## config.mk

```make
export PLATFORM = sky130hd
export DESIGN_NAME = pps_prio_shutdown
export DESIGN_NICKNAME = d
export VERILOG_FILES = /design/src/logic/pps_pkg.sv /design/src/logic/pps_alloc_check.sv /design/src/logic/pps_prio_shutdown.sv
export SDC_FILE = /design/constraint.sdc
export NUM_CORES = 1
export LEC_CHECK = 0
export ABC_AREA = 1
export BUFFER_PORTS_ARGS = -buffer_cell sky130_fd_sc_hd__buf_2
export CELL_PAD_IN_SITES_DETAIL_PLACEMENT = 1
export CELL_PAD_IN_SITES_GLOBAL_PLACEMENT = 2
export CORE_MARGIN = 3
export CORE_UTILIZATION = 31
export DETAILED_ROUTE_END_ITERATION = 8
export GPL_TIMING_DRIVEN = 0
export PLACE_DENSITY = 0.89
export RECOVER_POWER = 25
export REMOVE_ABC_BUFFERS = 1
export SLEW_MARGIN = 15
export SYNTH_ARGS = -nofsm -noshare
export SYNTH_HDL_FRONTEND = slang
export SYNTH_SLANG_ARGS = --single-unit
```

## constraint.sdc

```tcl
create_clock -name mclk_in -period 2.22 [get_ports mclk_in]
set_input_delay 0.444 -clock mclk_in [delete_from_list [all_inputs] [get_ports mclk_in]]
set_output_delay 0.444 -clock mclk_in [all_outputs]
set_load 0.01 [all_outputs]
```

## src/logic/pps_pkg.sv

```systemverilog
/*
 * Constants, types and register map for the priority shutdown and pair
 * power allocation block of a four-channel slice of a power sourcing controller.
 * Assumes one 200 MHz clock, a synchronous active-high reset, and a host
 * that writes and reads registers through the command port.
 */
// Operation
// - Code at or below setting turns channel off
// - Shutdown acts only with multibit priority enabled
// - Setting 000 highest, 111 lowest priority
// - Setting 101 off except code 111
// - Equal settings shut down together
// - Turn-off like reset, cool-down timer kept
// - Clear event, fault and power-fail bits
// - Clear class, detect, power and enable bits
// - Policing threshold returns to all ones
// - Clear measurement and autoclass results
// - Clear assigned and previous class
// - No memory of earlier shutdown codes
// - Act on code before last pulse ends; a final zero acts only once the pin has fallen
// - Allocation register: two 3-bit fields, reserved bits
// - Field caps class; top bit set reserved
// - Allocation changes after power-on ignored
// - One field serves both channels of pair
// - 4 W allows class 1 only
// - 7 W allows class 1 and 2
package pps_pkg;

    // ----------------------------------------------------------------
    // Sizes
    // ----------------------------------------------------------------
    localparam int NCH = 4;
    localparam int FLD_W = 3;
    localparam int CNT_W = 12;

    // ----------------------------------------------------------------
    // Register commands, reset values and field positions
    // ----------------------------------------------------------------
    localparam logic [7:0] CMD_PRIO_12 = 8'h27;
    localparam logic [7:0] CMD_PRIO_34 = 8'h28;
    localparam logic [7:0] CMD_ALLOC = 8'h29;
    localparam logic [7:0] PRIO_RST = 8'h00;
    localparam logic [7:0] ALLOC_RST = 8'h00;
    localparam int FLD_LO_LSB = 0;
    localparam int FLD_HI_LSB = 4;
    localparam int RSV_LO_BIT = 3;
    localparam int RSV_HI_BIT = 7;

    // ----------------------------------------------------------------
    // Allocation codes, classes and shutdown codes
    // ----------------------------------------------------------------
    localparam logic [2:0] CAP_15W4 = 3'h0;
    localparam logic [2:0] CAP_4W = 3'h1;
    localparam logic [2:0] CAP_7W = 3'h2;
    localparam logic [2:0] CAP_30W = 3'h3;
    localparam logic [2:0] CLASS_1 = 3'h1;
    localparam logic [2:0] CLASS_2 = 3'h2;
    localparam logic [2:0] CLASS_3 = 3'h3;
    localparam logic [2:0] CLASS_4 = 3'h4;
    localparam logic [2:0] PRIO_LOWEST = 3'h7;
    localparam logic [2:0] PRIO_WIDE = 3'h5;
    localparam logic [1:0] LAST_BIT_IDX = 2'h2;

    // ----------------------------------------------------------------
    // Serial code timing
    // ----------------------------------------------------------------
    localparam int CLK_PERIOD_PS = 5000;
    localparam int BIT_SAMPLE_NS = 1000;
    localparam int FRAME_GAP_NS = 10000;
    localparam int BIT_SAMPLE_CYC = (BIT_SAMPLE_NS * 1000 + CLK_PERIOD_PS - 1) / CLK_PERIOD_PS;
    localparam int FRAME_GAP_CYC = (FRAME_GAP_NS * 1000 + CLK_PERIOD_PS - 1) / CLK_PERIOD_PS;
    localparam logic [CNT_W-1:0] SAMPLE_LAST = CNT_W'(BIT_SAMPLE_CYC - 1);
    localparam logic [CNT_W-1:0] GAP_LAST = CNT_W'(FRAME_GAP_CYC - 1);

    // ----------------------------------------------------------------
    // Types
    // ----------------------------------------------------------------
    typedef logic [NCH-1:0] pps_chan_t;
    typedef logic [NCH-1:0][FLD_W-1:0] pps_field_vec_t;

    typedef struct packed {
        logic wr;
        logic rd;
        logic [7:0] cmd;
        logic [7:0] wdata;
    } pps_reg_req_t;

    typedef struct packed {
        logic ack;
        logic err;
        logic [7:0] rdata;
    } pps_reg_rsp_t;

    typedef enum logic [2:0] {
        SD_IDLE = 3'b001,
        SD_PULSE = 3'b010,
        SD_GAP = 3'b100
    } pps_sd_state_t;

endpackage : pps_pkg

```

## src/logic/pps_alloc_check.sv

```systemverilog
/*
 * Per-channel power-on gate: checks the requested class against the pair
 * allocation cap, keeps the power enable of each channel, and drops it on
 * a shutdown or power-off.
 * Assumes requests, class and caps come from logic on the same clock.
 */
`timescale 1ns/1ps
module pps_alloc_check (
    input wire logic mclk_in,
    input wire logic reset_in,
    input wire logic ce_in,
    input wire pps_pkg::pps_chan_t power_on_in,
    input wire pps_pkg::pps_chan_t power_off_in,
    input wire pps_pkg::pps_chan_t shutdown_in,
    input wire pps_pkg::pps_field_vec_t class_in,
    input wire pps_pkg::pps_field_vec_t cap_in,
    output pps_pkg::pps_chan_t power_enable_out,
    output pps_pkg::pps_chan_t power_fault_out
);
    import pps_pkg::*;

    typedef struct packed {
        pps_chan_t pe;
        pps_chan_t fault;
    } pps_ac_state_t;

    pps_ac_state_t st_ff;
    pps_ac_state_t nxt_st;
    pps_chan_t allowed;

    // ----------------------------------------------------------------
    // Class against cap, one entry per channel
    // ----------------------------------------------------------------
    for (genvar i = 0; i < NCH; i++) begin : g_cap
        always_comb begin
            case (cap_in[i])
                CAP_4W: allowed[i] = (class_in[i] == CLASS_1);
                CAP_7W: allowed[i] = (class_in[i] == CLASS_1) || (class_in[i] == CLASS_2);
                CAP_15W4: allowed[i] = (class_in[i] <= CLASS_3);
                CAP_30W: allowed[i] = (class_in[i] <= CLASS_4);
                default: allowed[i] = 1'b0;
            endcase
        end

        cap_4w_a: assert property (
            @(posedge mclk_in) disable iff (reset_in)
            (ce_in && power_on_in[i] && !st_ff.pe[i] && !shutdown_in[i] && !power_off_in[i]
             && cap_in[i] == CAP_4W && class_in[i] != CLASS_1)
            |=> (power_fault_out[i] && !power_enable_out[i]))
            else $error("4 W cap let a non class 1 load power up");

        cap_7w_a: assert property (
            @(posedge mclk_in) disable iff (reset_in)
            (ce_in && power_on_in[i] && !st_ff.pe[i] && !shutdown_in[i] && !power_off_in[i]
             && cap_in[i] == CAP_7W && (class_in[i] == CLASS_1 || class_in[i] == CLASS_2))
            |=> (power_enable_out[i] && !power_fault_out[i]))
            else $error("7 W cap refused a class 1 or 2 load");
    end

    // ----------------------------------------------------------------
    // Next state: shutdown and off win over a power-on request
    // ----------------------------------------------------------------
    always_comb begin
        nxt_st = st_ff;
        nxt_st.fault = '0;
        for (int i = 0; i < NCH; i++) begin
            if (shutdown_in[i] || power_off_in[i]) begin
                nxt_st.pe[i] = 1'b0;
            end else if (power_on_in[i] && !st_ff.pe[i]) begin
                nxt_st.pe[i] = allowed[i];
                nxt_st.fault[i] = !allowed[i];
            end
        end
    end

    // State register, frozen while the clock enable is low
    always_ff @(posedge mclk_in) begin
        if (reset_in) begin
            st_ff <= '0;
        end else if (ce_in) begin
            st_ff <= nxt_st;
        end
    end

    assign power_enable_out = st_ff.pe;
    assign power_fault_out = st_ff.fault;

endmodule : pps_alloc_check

```

## src/logic/pps_prio_shutdown.sv

```systemverilog
/*
 * Priority-driven fast shutdown and pair power allocation for four channels.
 * Decodes a 3-bit serial shutdown code from a pin, compares it with each
 * channel priority and pulses a per-channel turn-off; holds the priority and
 * allocation registers reached through the command port.
 * Assumes the pin is asynchronous, the general mask enable and the command
 * port come from logic on mclk_in, and the owners of the status, fault,
 * measurement and policing registers clear them on channel_shutdown_out.
 */
`timescale 1ns/1ps
module pps_prio_shutdown (
    input wire logic mclk_in,
    input wire logic reset_in,
    input wire logic ce_in,
    input wire logic serial_shutdown_input_in,
    input wire logic multibit_priority_enable_in,
    input wire pps_pkg::pps_reg_req_t reg_req_in,
    output pps_pkg::pps_reg_rsp_t reg_rsp_out,
    input wire pps_pkg::pps_chan_t port_power_on_command_in,
    input wire pps_pkg::pps_chan_t port_power_off_in,
    input wire pps_pkg::pps_field_vec_t req_class_in,
    output pps_pkg::pps_chan_t channel_shutdown_out,
    output logic [2:0] shutdown_code_out,
    output pps_pkg::pps_chan_t power_enable_out,
    output pps_pkg::pps_chan_t power_fault_out
);
    import pps_pkg::*;

    // ----------------------------------------------------------------
    // State
    // ----------------------------------------------------------------
    typedef struct packed {
        logic s1;
        logic s2;
        logic s3;
        pps_sd_state_t sd;
        logic [CNT_W-1:0] cnt;
        logic [1:0] nbits;
        logic [1:0] shreg;
        logic taken;
        logic [7:0] prio12;
        logic [7:0] prio34;
        logic [7:0] alloc;
        pps_chan_t shut;
        logic [2:0] code;
        pps_reg_rsp_t rsp;
    } pps_ps_state_t;

    localparam pps_ps_state_t ST_RST = '{
        s1: 1'b0, s2: 1'b0, s3: 1'b0, sd: SD_IDLE, cnt: '0, nbits: '0,
        shreg: '0, taken: 1'b0, prio12: PRIO_RST, prio34: PRIO_RST,
        alloc: ALLOC_RST, shut: '0, code: '0, rsp: '0
    };

    pps_ps_state_t st_ff;
    pps_ps_state_t nxt_st;

    logic rise;
    logic take;
    logic newbit;
    logic fire;
    logic [2:0] code_now;
    logic [1:0] pair_locked;
    pps_field_vec_t prio_ch;
    pps_field_vec_t cap_ch;
    pps_chan_t hit;
    pps_chan_t lowest_mask;
    pps_chan_t wide_mask;
    pps_chan_t exp_shut;

    // ----------------------------------------------------------------
    // Per-channel views of the registers and the code compare
    // ----------------------------------------------------------------
    for (genvar i = 0; i < NCH; i++) begin : g_ch
        localparam int LSB = (i % 2) * FLD_HI_LSB;
        localparam int PLSB = (i / 2) * FLD_HI_LSB;
        // Channels 1 and 2 live in the first register, 3 and 4 in the second
        assign prio_ch[i] = (i < 2) ? st_ff.prio12[LSB +: FLD_W] : st_ff.prio34[LSB +: FLD_W];
        // Both channels of a pair read the same cap field
        assign cap_ch[i] = st_ff.alloc[PLSB +: FLD_W];
        // Setting 101 is shut down by every code except the top one
        assign wide_mask[i] = (prio_ch[i] == PRIO_WIDE);
        // Higher setting means lower priority; equal settings hit together
        assign hit[i] = (prio_ch[i] >= code_now)
            || (wide_mask[i] && (code_now != PRIO_LOWEST));
        assign lowest_mask[i] = (prio_ch[i] == PRIO_LOWEST);
    end

    // Pair field is frozen while either of its channels is powered
    assign pair_locked[0] = power_enable_out[0] | power_enable_out[1];
    assign pair_locked[1] = power_enable_out[2] | power_enable_out[3];

    assign rise = st_ff.s2 && !st_ff.s3;
    assign code_now = {st_ff.shreg, newbit};
    assign exp_shut = multibit_priority_enable_in ? hit : '0;

    // ----------------------------------------------------------------
    // Serial code receiver: a pulse still high at the sample point is a
    // one, a pulse that ends before it is a zero; most significant first
    // ----------------------------------------------------------------
    always_comb begin
        take = 1'b0;
        newbit = 1'b0;
        fire = 1'b0;
        nxt_st = st_ff;
        nxt_st.s1 = serial_shutdown_input_in;
        nxt_st.s2 = st_ff.s1;
        nxt_st.s3 = st_ff.s2;
        nxt_st.shut = '0;
        nxt_st.rsp = '0;

        case (st_ff.sd)
            SD_IDLE: begin
                if (rise) begin
                    nxt_st.sd = SD_PULSE;
                    nxt_st.cnt = '0;
                    nxt_st.taken = 1'b0;
                end
            end
            SD_PULSE: begin
                nxt_st.cnt = st_ff.cnt + 1'b1;
                if (!st_ff.s2) begin
                    // Short pulse: a zero, taken at its falling edge
                    // Limitation: a final zero acts only once the pin has fallen
                    take = !st_ff.taken;
                    nxt_st.sd = SD_GAP;
                    nxt_st.cnt = '0;
                end else if (!st_ff.taken && st_ff.cnt == SAMPLE_LAST) begin
                    // Long pulse: a one, taken while the pin is still high
                    take = 1'b1;
                    newbit = 1'b1;
                    nxt_st.taken = 1'b1;
                end
            end
            SD_GAP: begin
                nxt_st.cnt = st_ff.cnt + 1'b1;
                if (rise) begin
                    nxt_st.sd = SD_PULSE;
                    nxt_st.cnt = '0;
                    nxt_st.taken = 1'b0;
                end else if (st_ff.cnt == GAP_LAST) begin
                    // A partial code is dropped after a long gap
                    nxt_st.sd = SD_IDLE;
                    nxt_st.nbits = '0;
                end
            end
            default: begin
                nxt_st.sd = SD_IDLE;
                nxt_st.nbits = '0;
            end
        endcase

        // Collect bits; the third one fires the compare at once
        if (take) begin
            if (st_ff.nbits == LAST_BIT_IDX) begin
                fire = 1'b1;
                nxt_st.nbits = '0;
                nxt_st.code = code_now;
                // One-cycle turn-off: owners clear status, faults, class,
                // measurements, and reload policing to all ones; the fault
                // cool-down timer is deliberately not part of this pulse
                nxt_st.shut = exp_shut;
            end else begin
                nxt_st.shreg = {st_ff.shreg[0], newbit};
                nxt_st.nbits = st_ff.nbits + 1'b1;
            end
        end

        // Register writes
        if (reg_req_in.wr) begin
            case (reg_req_in.cmd)
                CMD_PRIO_12: nxt_st.prio12 = reg_req_in.wdata;
                CMD_PRIO_34: nxt_st.prio34 = reg_req_in.wdata;
                CMD_ALLOC: begin
                    // Reserved bits stay writable and read back
                    nxt_st.alloc[RSV_LO_BIT] = reg_req_in.wdata[RSV_LO_BIT];
                    nxt_st.alloc[RSV_HI_BIT] = reg_req_in.wdata[RSV_HI_BIT];
                    if (!pair_locked[0]) begin
                        nxt_st.alloc[FLD_LO_LSB +: FLD_W] =
                            reg_req_in.wdata[FLD_LO_LSB +: FLD_W];
                    end
                    if (!pair_locked[1]) begin
                        nxt_st.alloc[FLD_HI_LSB +: FLD_W] =
                            reg_req_in.wdata[FLD_HI_LSB +: FLD_W];
                    end
                end
                default: nxt_st.rsp.err = 1'b1;
            endcase
            nxt_st.rsp.ack = 1'b1;
        end

        // Register reads; unmapped commands answer zero with an error
        if (reg_req_in.rd) begin
            case (reg_req_in.cmd)
                CMD_PRIO_12: nxt_st.rsp.rdata = st_ff.prio12;
                CMD_PRIO_34: nxt_st.rsp.rdata = st_ff.prio34;
                CMD_ALLOC: nxt_st.rsp.rdata = st_ff.alloc;
                default: nxt_st.rsp.err = 1'b1;
            endcase
            nxt_st.rsp.ack = 1'b1;
        end
    end

    // ----------------------------------------------------------------
    // State register, frozen while the clock enable is low
    // ----------------------------------------------------------------
    always_ff @(posedge mclk_in) begin
        if (reset_in) begin
            st_ff <= ST_RST;
        end else if (ce_in) begin
            st_ff <= nxt_st;
        end
    end

    assign channel_shutdown_out = st_ff.shut;
    assign shutdown_code_out = st_ff.code;
    assign reg_rsp_out = st_ff.rsp;

    // ----------------------------------------------------------------
    // Power-on gate against the pair caps
    // ----------------------------------------------------------------
    pps_alloc_check u_alloc (
        .mclk_in(mclk_in),
        .reset_in(reset_in),
        .ce_in(ce_in),
        .power_on_in(port_power_on_command_in),
        .power_off_in(port_power_off_in),
        .shutdown_in(st_ff.shut),
        .class_in(req_class_in),
        .cap_in(cap_ch),
        .power_enable_out(power_enable_out),
        .power_fault_out(power_fault_out)
    );

    // ----------------------------------------------------------------
    // Checks
    // ----------------------------------------------------------------
    shut_gate_a: assert property (
        @(posedge mclk_in) disable iff (reset_in)
        (fire && ce_in && !multibit_priority_enable_in) |=> (channel_shutdown_out == '0))
        else $error("shutdown issued with multibit priority disabled");

    shut_match_a: assert property (
        @(posedge mclk_in) disable iff (reset_in)
        (fire && ce_in && multibit_priority_enable_in) |=> (channel_shutdown_out == $past(hit)))
        else $error("shutdown mask differs from priority compare");

    lowest_prio_a: assert property (
        @(posedge mclk_in) disable iff (reset_in)
        (fire && ce_in && multibit_priority_enable_in)
        |=> ((channel_shutdown_out & $past(lowest_mask)) == $past(lowest_mask)))
        else $error("lowest priority channel survived a shutdown code");

    shut_pulse_a: assert property (
        @(posedge mclk_in) disable iff (reset_in)
        (ce_in && channel_shutdown_out != '0) ##1 ce_in |=> (channel_shutdown_out == '0))
        else $error("turn-off pulse longer than one cycle");

    no_memory_a: assert property (
        @(posedge mclk_in) disable iff (reset_in)
        (fire && ce_in) |=> (st_ff.nbits == '0 && shutdown_code_out == $past(code_now)))
        else $error("bit count kept after a code was acted on");

    immediate_a: assert property (
        @(posedge mclk_in) disable iff (reset_in)
        (fire && newbit) |-> (st_ff.s2 && st_ff.sd == SD_PULSE))
        else $error("code with final one acted on after its pulse ended");

    alloc_read_a: assert property (
        @(posedge mclk_in) disable iff (reset_in)
        (ce_in && reg_req_in.rd && reg_req_in.cmd == CMD_ALLOC)
        |=> (reg_rsp_out.ack && reg_rsp_out.rdata == $past(st_ff.alloc)))
        else $error("allocation read returned a different value");

    alloc_lock_a: assert property (
        @(posedge mclk_in) disable iff (reset_in)
        (ce_in && pair_locked[0] && reg_req_in.wr && reg_req_in.cmd == CMD_ALLOC)
        |=> $stable(st_ff.alloc[FLD_LO_LSB +: FLD_W]))
        else $error("allocation field changed while its pair is powered");

    // Setting 101 must fall to every code below the top one
    wide_prio_a: assert property (
        @(posedge mclk_in) disable iff (reset_in)
        (fire && ce_in && multibit_priority_enable_in && code_now != PRIO_LOWEST)
        |=> ((channel_shutdown_out & $past(wide_mask)) == $past(wide_mask)))
        else $error("setting 101 survived a code below the top one");

    top_code_a: assert property (
        @(posedge mclk_in) disable iff (reset_in)
        (fire && ce_in && multibit_priority_enable_in && code_now == PRIO_LOWEST)
        |=> (channel_shutdown_out == $past(lowest_mask)))
        else $error("top code hit a channel above the lowest setting");

    alloc_write_a: assert property (
        @(posedge mclk_in) disable iff (reset_in)
        (ce_in && !pair_locked[0] && reg_req_in.wr && reg_req_in.cmd == CMD_ALLOC)
        |=> (st_ff.alloc[FLD_LO_LSB +: FLD_W] == $past(reg_req_in.wdata[FLD_LO_LSB +: FLD_W])))
        else $error("allocation write did not land");

    ce_freeze_a: assert property (
        @(posedge mclk_in) disable iff (reset_in)
        !ce_in |=> $stable(st_ff))
        else $error("state moved while clock enable was low");

endmodule : pps_prio_shutdown

```

=== Yosys cells after proc, flatten, opt, wreduce, memory -nomap -nowiden ===
Cells that the tools add are included.
Widths: inputs -> output; s select.

* Eq/ne operators: 37
* Multiply operators: 0
* Multiplexer cells: 50
* Divide/modulo/power cells: 0
* $lt $le $gt $ge: 12
* Shift operators: 0
* Add/subtract/negate cells: 2
* Bitwise gates (word level): 5
* Reduce and logical (&&, ||, !) cells: 58

{| class="wikitable"
|+ Operator list
! kind !! number
|-
| $pmux 12 s3 || 1
|-
| $mux 15 || 2
|-
| $eq 3x2->1 const B || 9
|-
| $mux 1 || 26
|-
| $eq 8x6->1 const B || 3
|-
| $pmux 8 s3 || 1
|-
| $eq 3x1->1 const B || 7
|-
| $reduce_and 3->1 || 6
|-
| $pmux 1 s4 || 4
|-
| $reduce_and 4->1 || 4
|-
| $eq 3x3->1 const B || 5
|-
| $mux 7 || 2
|-
| $add 12x1->12 const B || 1
|-
| $eq 12x11->1 const B || 1
|-
| $eq 12x8->1 const B || 1
|-
| $ge 3x3->1 || 4
|-
| $le 3x2->1 const B || 4
|-
| $le 3x3->1 const B || 4
|-
| $logic_or 1x1->1 || 12
|-
| $mux 12 || 1
|-
| $ne 3x3->1 const B || 4
|-
| $logic_and 1x1->1 || 10
|-
| $logic_not 1->1 || 10
|-
| $mux 10 || 1
|-
| 19 further kinds || 41
|}

* RAM bits: 0
* Output and inout port bits: 25
* Word-level logic and storage cells: 187
* Memories kept: 0
* Bits in read-only memories: 0
* Bits of input ports: 43
* Latch bits: 0
* Register bits after elaboration: 72

=== Logic depth before layout (Yosys ltp) ===
* Depth after elaboration: 11
* Mapped depth: 13
* Mapped depth without buffers: 13

=== Modules after synthesis ===
From an unflattened synthesis, not the netlist that was laid out.

* Cells, all modules: 624
* Area total of the unflattened synthesis: 4,107.7 um^2

{| class="wikitable"
|+ By module, submodules not included
! module !! seq. area each (um^2) !! cells an instance !! area an instance (um^2) !! times used
|-
| pps_prio_shutdown || 1,281.2 || 509 || 3,470.8 || 1
|-
| pps_alloc_check || 160.2 || 115 || 636.9 || 1
|}

=== Worst setup path before layout ===
Ideal clock, no wire load.

* Kind: register to register
* From: reg st_ff[46] (netlist bit)
* To: reg st_ff (netlist bit channel_shutdown_out[0])
* Clock period less this slack: 1,982 ps
* Data arrival time: 1,850 ps
* Cell stages (with the launch flop): 13
* Data required time: 2,088 ps
* Slack: 238 ps
* Setup time: 132 ps
* Path buffers: 0
* Cells stage by stage: dfxtp_1 -> ha_1 -> nand2_1 -> nor2_1 -> nand3_2 -> nor2_1 -> ha_1 -> o21ai_0 -> nand2_1 -> a21oi_1 -> nand2_1 -> nand3_1 -> a21oi_1

* Longest elaborated chain between the ends: 11
* Elaborated cells on any way between the ends: 14
* Classes of those cells: 1 x order compare; 2 x eq/ne; 8 x mux; 3 x reduce/logical

{| class="wikitable"
|+ Ends and longest elaborated chain
! item !! line !! RTL
|-
| start: declaration || pps_prio_shutdown.sv:55 || <nowiki>pps_ps_state_t st_ff;</nowiki>
|-
| start signal: assignment || pps_prio_shutdown.sv:211 || <nowiki>st_ff <= nxt_st;</nowiki>
|-
| $eq 12x8->1 * || pps_prio_shutdown.sv:128 || <nowiki>end else if (!st_ff.taken && st_ff.cnt == SAMPLE_LAST) begin</nowiki>
|-
| $logic_and 1x1->1 * || pps_prio_shutdown.sv:128 ||
|-
| $mux 1 * || pps_prio_shutdown.sv:128 ||
|-
| $mux 1 * || pps_prio_shutdown.sv:122 || <nowiki>if (!st_ff.s2) begin</nowiki>
|-
| $mux 1 * || pps_prio_shutdown.sv:112 || <nowiki>case (st_ff.sd)</nowiki>
|-
| via code_now[0] || pps_prio_shutdown.sv:62 || <nowiki>logic [2:0] code_now;</nowiki>
|-
| branches (longest 2 deep; another with $ge 3x3->1) || -- ||
|-
| $logic_or 1x1->1 * || pps_prio_shutdown.sv:85 || <nowiki>|| (wide_mask[i] && (code_now != PRIO_LOWEST));</nowiki>
|-
| $mux 4 * || pps_prio_shutdown.sv:95 || <nowiki>assign exp_shut = multibit_priority_enable_in ? hit : '0;</nowiki>
|-
| $mux 7 * || pps_prio_shutdown.sv:155 || <nowiki>if (st_ff.nbits == LAST_BIT_IDX) begin</nowiki>
|-
| $mux 7 * || pps_prio_shutdown.sv:154 || <nowiki>if (take) begin</nowiki>
|}

Mark *: on every way through the listed nets, which the timed path passes.
A chain may end at the register's enable or synchronous reset.

=== Final worst setup path ===
* From: reg st_ff[47] (netlist bit)
* To: reg st_ff (netlist bit channel_shutdown_out[0])

Same word-level chain as after synthesis.

==> results_tabular.tex <==
\begin{tabular}{lr}
\hline
Metric & Value \\
\hline
\multicolumn{2}{l}{\textbf{Status}} \\
\quad Status & completed \\
\multicolumn{2}{l}{\textbf{Worst setup path}} \\
\quad Slowest stage delay, CP & around 0.36 ns \\
\quad Arrival time of the worst setup path & between 2 and 2.5 ns \\
\quad Startpoint Class & flop \\
\quad CP max-delay cell & sky130\_fd\_sc\_hd\_\_dfxtp\_2 \\
\quad Cell-by-cell trace of the critical path & ha\_4 -> nand2\_4 -> nor2\_4 -> nand3\_2 -> nor2\_4 -> ha\_1 -> o21ai\_0 -> nand2\_1 -> a21oi\_1 -> nand2\_1 -> nand3\_1 -> a21oi\_1 \\
\quad Classification of the worst setup path & flop to flop \\
\quad Critical Path End Type & flop \\
\quad Max Fanout on Critical Path & 5 \\
\quad Worst Path Buf+Inv & 0 \\
\quad Cell class contributing the biggest share of worst-path delay & simple AND/OR/NAND/NOR gates \\
\quad Required time at the endpoint of the critical path & between 2 and 2.5 ns \\
\multicolumn{2}{l}{\textbf{Finish}} \\
\quad FF/Latch Area & about 1400 µm² \\
\quad Number of diodes & 0 \\
\quad Area of the multi-input gates & approximately 2100 µm² \\
\quad Filler cell count in the final layout & between 1500 and 2000 \\
\quad Fraction of final layout cells with drive strength greater than 1 & between 10 and 15\% \\
\quad Final cell count without fillers & roughly 820 \\
\quad Final layout net count & 700 \\
\quad Area growth syn-to-layout & 15.9\% \\
\quad Utilization after layout & a little under two fifths \\
\multicolumn{2}{l}{\textbf{Logic synthesis}} \\
\quad Average cell area after synthesis & $\sim$7 µm² \\
\quad Number of distinct library cells after synthesis & 37 \\
\quad Sequential fraction of the synthesis area & 35.4\% \\
\quad Flip-flop and latch count after synthesis & 72 \\
\quad Syn. warnings & 0 \\
\quad Number of enable-type register cells in the synthesized netlist & 0 \\
\quad Async set-or-reset flop fraction in the synthesized netlist & 0\% \\
\quad Post-synthesis cell area & $\sim$4000 µm² \\
\quad Syn Inst Count & just under 600 \\
\quad Flip-flop cell with the highest count after synthesis & sky130\_fd\_sc\_hd\_\_dfxtp\_1 \\
\multicolumn{2}{l}{\textbf{Route}} \\
\quad Final WL & approximately 12000 µm \\
\quad Vias per cell & between 4 and 5 \\
\quad Vias & slightly above 4000 \\
\quad Total iterations of the first detailed-routing run & 4 \\
\quad Wirelength per Cell & between 10 and 15 µm \\
\quad Number of nets with antenna violations after detailed routing & 0 \\
\quad Post-route DRC & 0 \\
\quad Violation count after the first detailed-route iteration & 184 \\
\multicolumn{2}{l}{\textbf{Floorplanning}} \\
\quad Vertical die dimension & around 120 µm \\
\quad Die area & 14500 µm² \\
\quad Num ports & just under 70 \\
\quad Standard-cell rows & between 40 and 50 \\
\quad Initial Util & 32.0\% \\
\quad Placeable core region & about 13000 µm² \\
\quad Die X & between 100 and 150 µm \\
\multicolumn{2}{l}{\textbf{Clock network}} \\
\quad Clock Tree Root & sky130\_fd\_sc\_hd\_\_clkbuf\_16 \\
\quad Clock tree from TritonCTS & yes \\
\quad H-tree depth & 3 \\
\quad Number of buffers inserted during clock tree synthesis & 9 \\
\quad Clk pin slew, worst setup/hold paths & roughly 0.060 ns \\
\quad Clock Latency Late Sink & between 0.3 and 0.4 ns \\
\quad Number of hold buffers added after CTS & 0 \\
\quad Number of sinks driven by the clock tree & between 70 and 80 \\
\quad Maximum number of buffers from clock root to sink & 2 \\
\multicolumn{2}{l}{\textbf{Place}} \\
\quad HPWL Detailed & between 9000 and 10000 µm \\
\quad Number of I/O port buffers & 67 \\
\quad Weighted congestion at the end of routability-driven global placement & 0.770 \\
\quad Worst slack at placement & -0.361 ns \\
\quad Number of cells after detailed placement & between 800 and 900 \\
\multicolumn{2}{l}{\textbf{STA}} \\
\quad Number of hold violations in the final report & 0 \\
\quad Count of final max-slew check failures & 0 \\
\quad Max frequency & 484 MHz \\
\quad Unrepaired setup endpoints after global routing & no \\
\quad Fin worst setup slack & between 0.15 and 0.2 ns \\
\quad Final setup viols & 0 \\
\quad Post-Route Skew & approximately 0.0095 ns \\
\quad Final critical delay including setup and external delays & just over 2 ns \\
\quad Period utilization & around 93\% \\
\quad Worst max-slew margin expressed relative to the limit & around 50\% \\
\quad Pin slew with the least headroom to its limit & 0.758 ns \\
\multicolumn{2}{l}{\textbf{Power and ir drop}} \\
\quad Switching power & around 1.0 mW \\
\quad Reg power frac & roughly two fifths \\
\quad Net switching fraction of the power & 29.6\% \\
\quad Worst vdd rail ir drop & 0.316 mV \\
\quad Total power density per cell area & between 700 and 800 nW/µm² \\
\quad Internal power & $\sim$2.4 mW \\
\quad Clock group share of total power & between 40\% and 50\% \\
\quad Portion of total power attributed to combinational logic & between 15 and 20\% \\
\quad Static leakage & between 1.5 and 2 nW \\
\multicolumn{2}{l}{\textbf{Flow run}} \\
\quad Number of maximum-capacitance constraint violations & 0 \\
\multicolumn{2}{l}{\textbf{GRT}} \\
\quad Total global routing track utilization & 17.0\% \\
\quad Wire length of the first global-routing pass & between 15000 and 20000 µm \\
\quad Global route total overflow & 0 \\
\quad Maximum number of pins on one net before global-route repair & 37 \\
\quad Number of antenna violations at the first check in global routing & 0 \\
\quad Via count of the first global-routing pass & roughly 4100 \\
\multicolumn{2}{l}{\textbf{Worst hold path}} \\
\quad Path class of the lowest-slack min-delay path & primary input to flop \\
\hline
\end{tabular}
-- kinds of logic (layout without fill, tap and decap cells) --
kind of cell	count (synthesis)	in the layout	share of synthesized area, %
XOR/XNOR	2	2	0.430
adder cells (fa/ha/maj)	13	13	4.00
AO/OA/AOI/OAI	109	109	14.6
buffers and inverters	112	165	12.8
flip-flops	72	72	35.4
AND/OR/NAND/NOR	288	288	32.7
-- repair_timing --
action	CTS	global route
endpoints found under the setup margin	4	47
pin swaps	1	2
buffers inserted	1	1
resized for setup	7	7
-- placed cells by master (no fill, tap or decap), types with 12 or more instances in the layout --
master / n
sky130_fd_sc_hd__inv_1: 73
sky130_fd_sc_hd__ha_1: 12
sky130_fd_sc_hd__a21oi_1: 53
sky130_fd_sc_hd__o21ai_0: 36
sky130_fd_sc_hd__dfxtp_1: 70
sky130_fd_sc_hd__nor3_1: 13
sky130_fd_sc_hd__nor2_1: 66
sky130_fd_sc_hd__nand3_1: 60
sky130_fd_sc_hd__buf_2: 43
sky130_fd_sc_hd__nand2_1: 111
sky130_fd_sc_hd__clkbuf_1: 28
-- routing by layer --
metal  vias to the layer above  wire length (µm)  global-route usage (%)
li1                       2042                 -                       -
met1                      1937              5550                    22.2
met2                        68              5760                    28.2
met3                        11               528                    3.79
met4                         0               158                    5.10
met5                         -                 0                       0
-- final cells by class --
type	count	share of cell area [%]
multi-input cells	412	45.5
clock buffers	13	5.09
inverters	80	6.57
well taps	172	4.56
repair buffers	69	6.79
flip-flops and latches	72	30.6
clock inverters	3	0.901
-- worst min-delay path, stage by stage --
cell and delay (ns):
sky130_fd_sc_hd__buf_2 0.08, sky130_fd_sc_hd__nor2_1 0.04, sky130_fd_sc_hd__nor2_1 0.09
-- registers in the layout (all words and copies together), names as in the netlist --
name and flops:
reg_rsp_out 10, u_alloc.power_fault_out 4, shutdown_code_out 3, channel_shutdown_out 4
prio_ch 12, cap_ch 6, code_now 2, st_ff 25
nxt_st 2, u_alloc.power_enable_out 4
-- power groups by stage --
stage / Sequential (mW) / Clock [mW] / Combinational [mW]
floorplan: 1.40 / 0 / 0.369
global placement: 1.41 / 0 / 0.530
detailed placement: 1.41 / 0 / 0.555
CTS: 1.38 / 1.48 / 0.559
global route: 1.39 / 1.53 / 0.632
finish: 1.38 / 1.44 / 0.555
-- cell usage after synthesis, types with 2 or more instances --
library cell / n / area share, %
sky130_fd_sc_hd__a211oi_1: 7 / 1.3
sky130_fd_sc_hd__a21oi_1: 53 / 6.5
sky130_fd_sc_hd__buf_1: 2 / 0.18
sky130_fd_sc_hd__buf_2: 4 / 0.49
sky130_fd_sc_hd__buf_4: 18 / 3.3
sky130_fd_sc_hd__buf_6: 3 / 0.83
sky130_fd_sc_hd__clkbuf_1: 5 / 0.46
sky130_fd_sc_hd__dfxtp_1: 72 / 35
sky130_fd_sc_hd__ha_1: 13 / 4.0
sky130_fd_sc_hd__inv_1: 74 / 6.8
sky130_fd_sc_hd__inv_2: 3 / 0.28
sky130_fd_sc_hd__inv_4: 2 / 0.31
sky130_fd_sc_hd__nand2_1: 112 / 10
sky130_fd_sc_hd__nand2_2: 2 / 0.31
sky130_fd_sc_hd__nand2_4: 5 / 1.4
sky130_fd_sc_hd__nand3_1: 60 / 7.4
sky130_fd_sc_hd__nand3_2: 4 / 0.98
sky130_fd_sc_hd__nand4_1: 9 / 1.4
sky130_fd_sc_hd__nor2_1: 68 / 6.3
sky130_fd_sc_hd__nor2_2: 2 / 0.31
sky130_fd_sc_hd__nor2_4: 3 / 0.83
sky130_fd_sc_hd__nor3_1: 13 / 1.6
sky130_fd_sc_hd__nor3b_1: 2 / 0.37
sky130_fd_sc_hd__nor4_1: 3 / 0.46
sky130_fd_sc_hd__o2111ai_1: 2 / 0.43
sky130_fd_sc_hd__o211ai_1: 4 / 0.74
sky130_fd_sc_hd__o21ai_0: 38 / 4.7
sky130_fd_sc_hd__o21ai_1: 2 / 0.25
sky130_fd_sc_hd__or2_2: 2 / 0.31
sky130_fd_sc_hd__xor2_1: 2 / 0.43
-- final timing paths --
| path | cells past startpoint | to | start | slack (ns) |
|---|---|---|---|---|
| worst min-delay path | 3 | nxt_st[62] | serial_shutdown_input_in | 0.34 |
| worst max-delay path | 12 | channel_shutdown_out[0] | st_ff[47] | 0.15 |
| worst max register to register | 12 | channel_shutdown_out[0] | st_ff[47] | 0.15 |
| worst min register to register | 2 | st_ff[28] | st_ff[28] | 0.45 |
-- per-stage QoR --
stage          TNS, ns  power (mW)  cell area (µm²)  hold WS (ns)
6_report             0        3.38             4720         0.344
5_1_grt              0        3.55             4720         0.355
4_1_cts              0        3.42             4720         0.336
3_5_place_dp     -1.78        1.97             4410         0.445
3_3_place_gp     -1.33        1.94             4410         0.437
2_1_floorplan        0        1.77             3860         0.426
No activity file was read; power rests on OpenSTA's default activity.
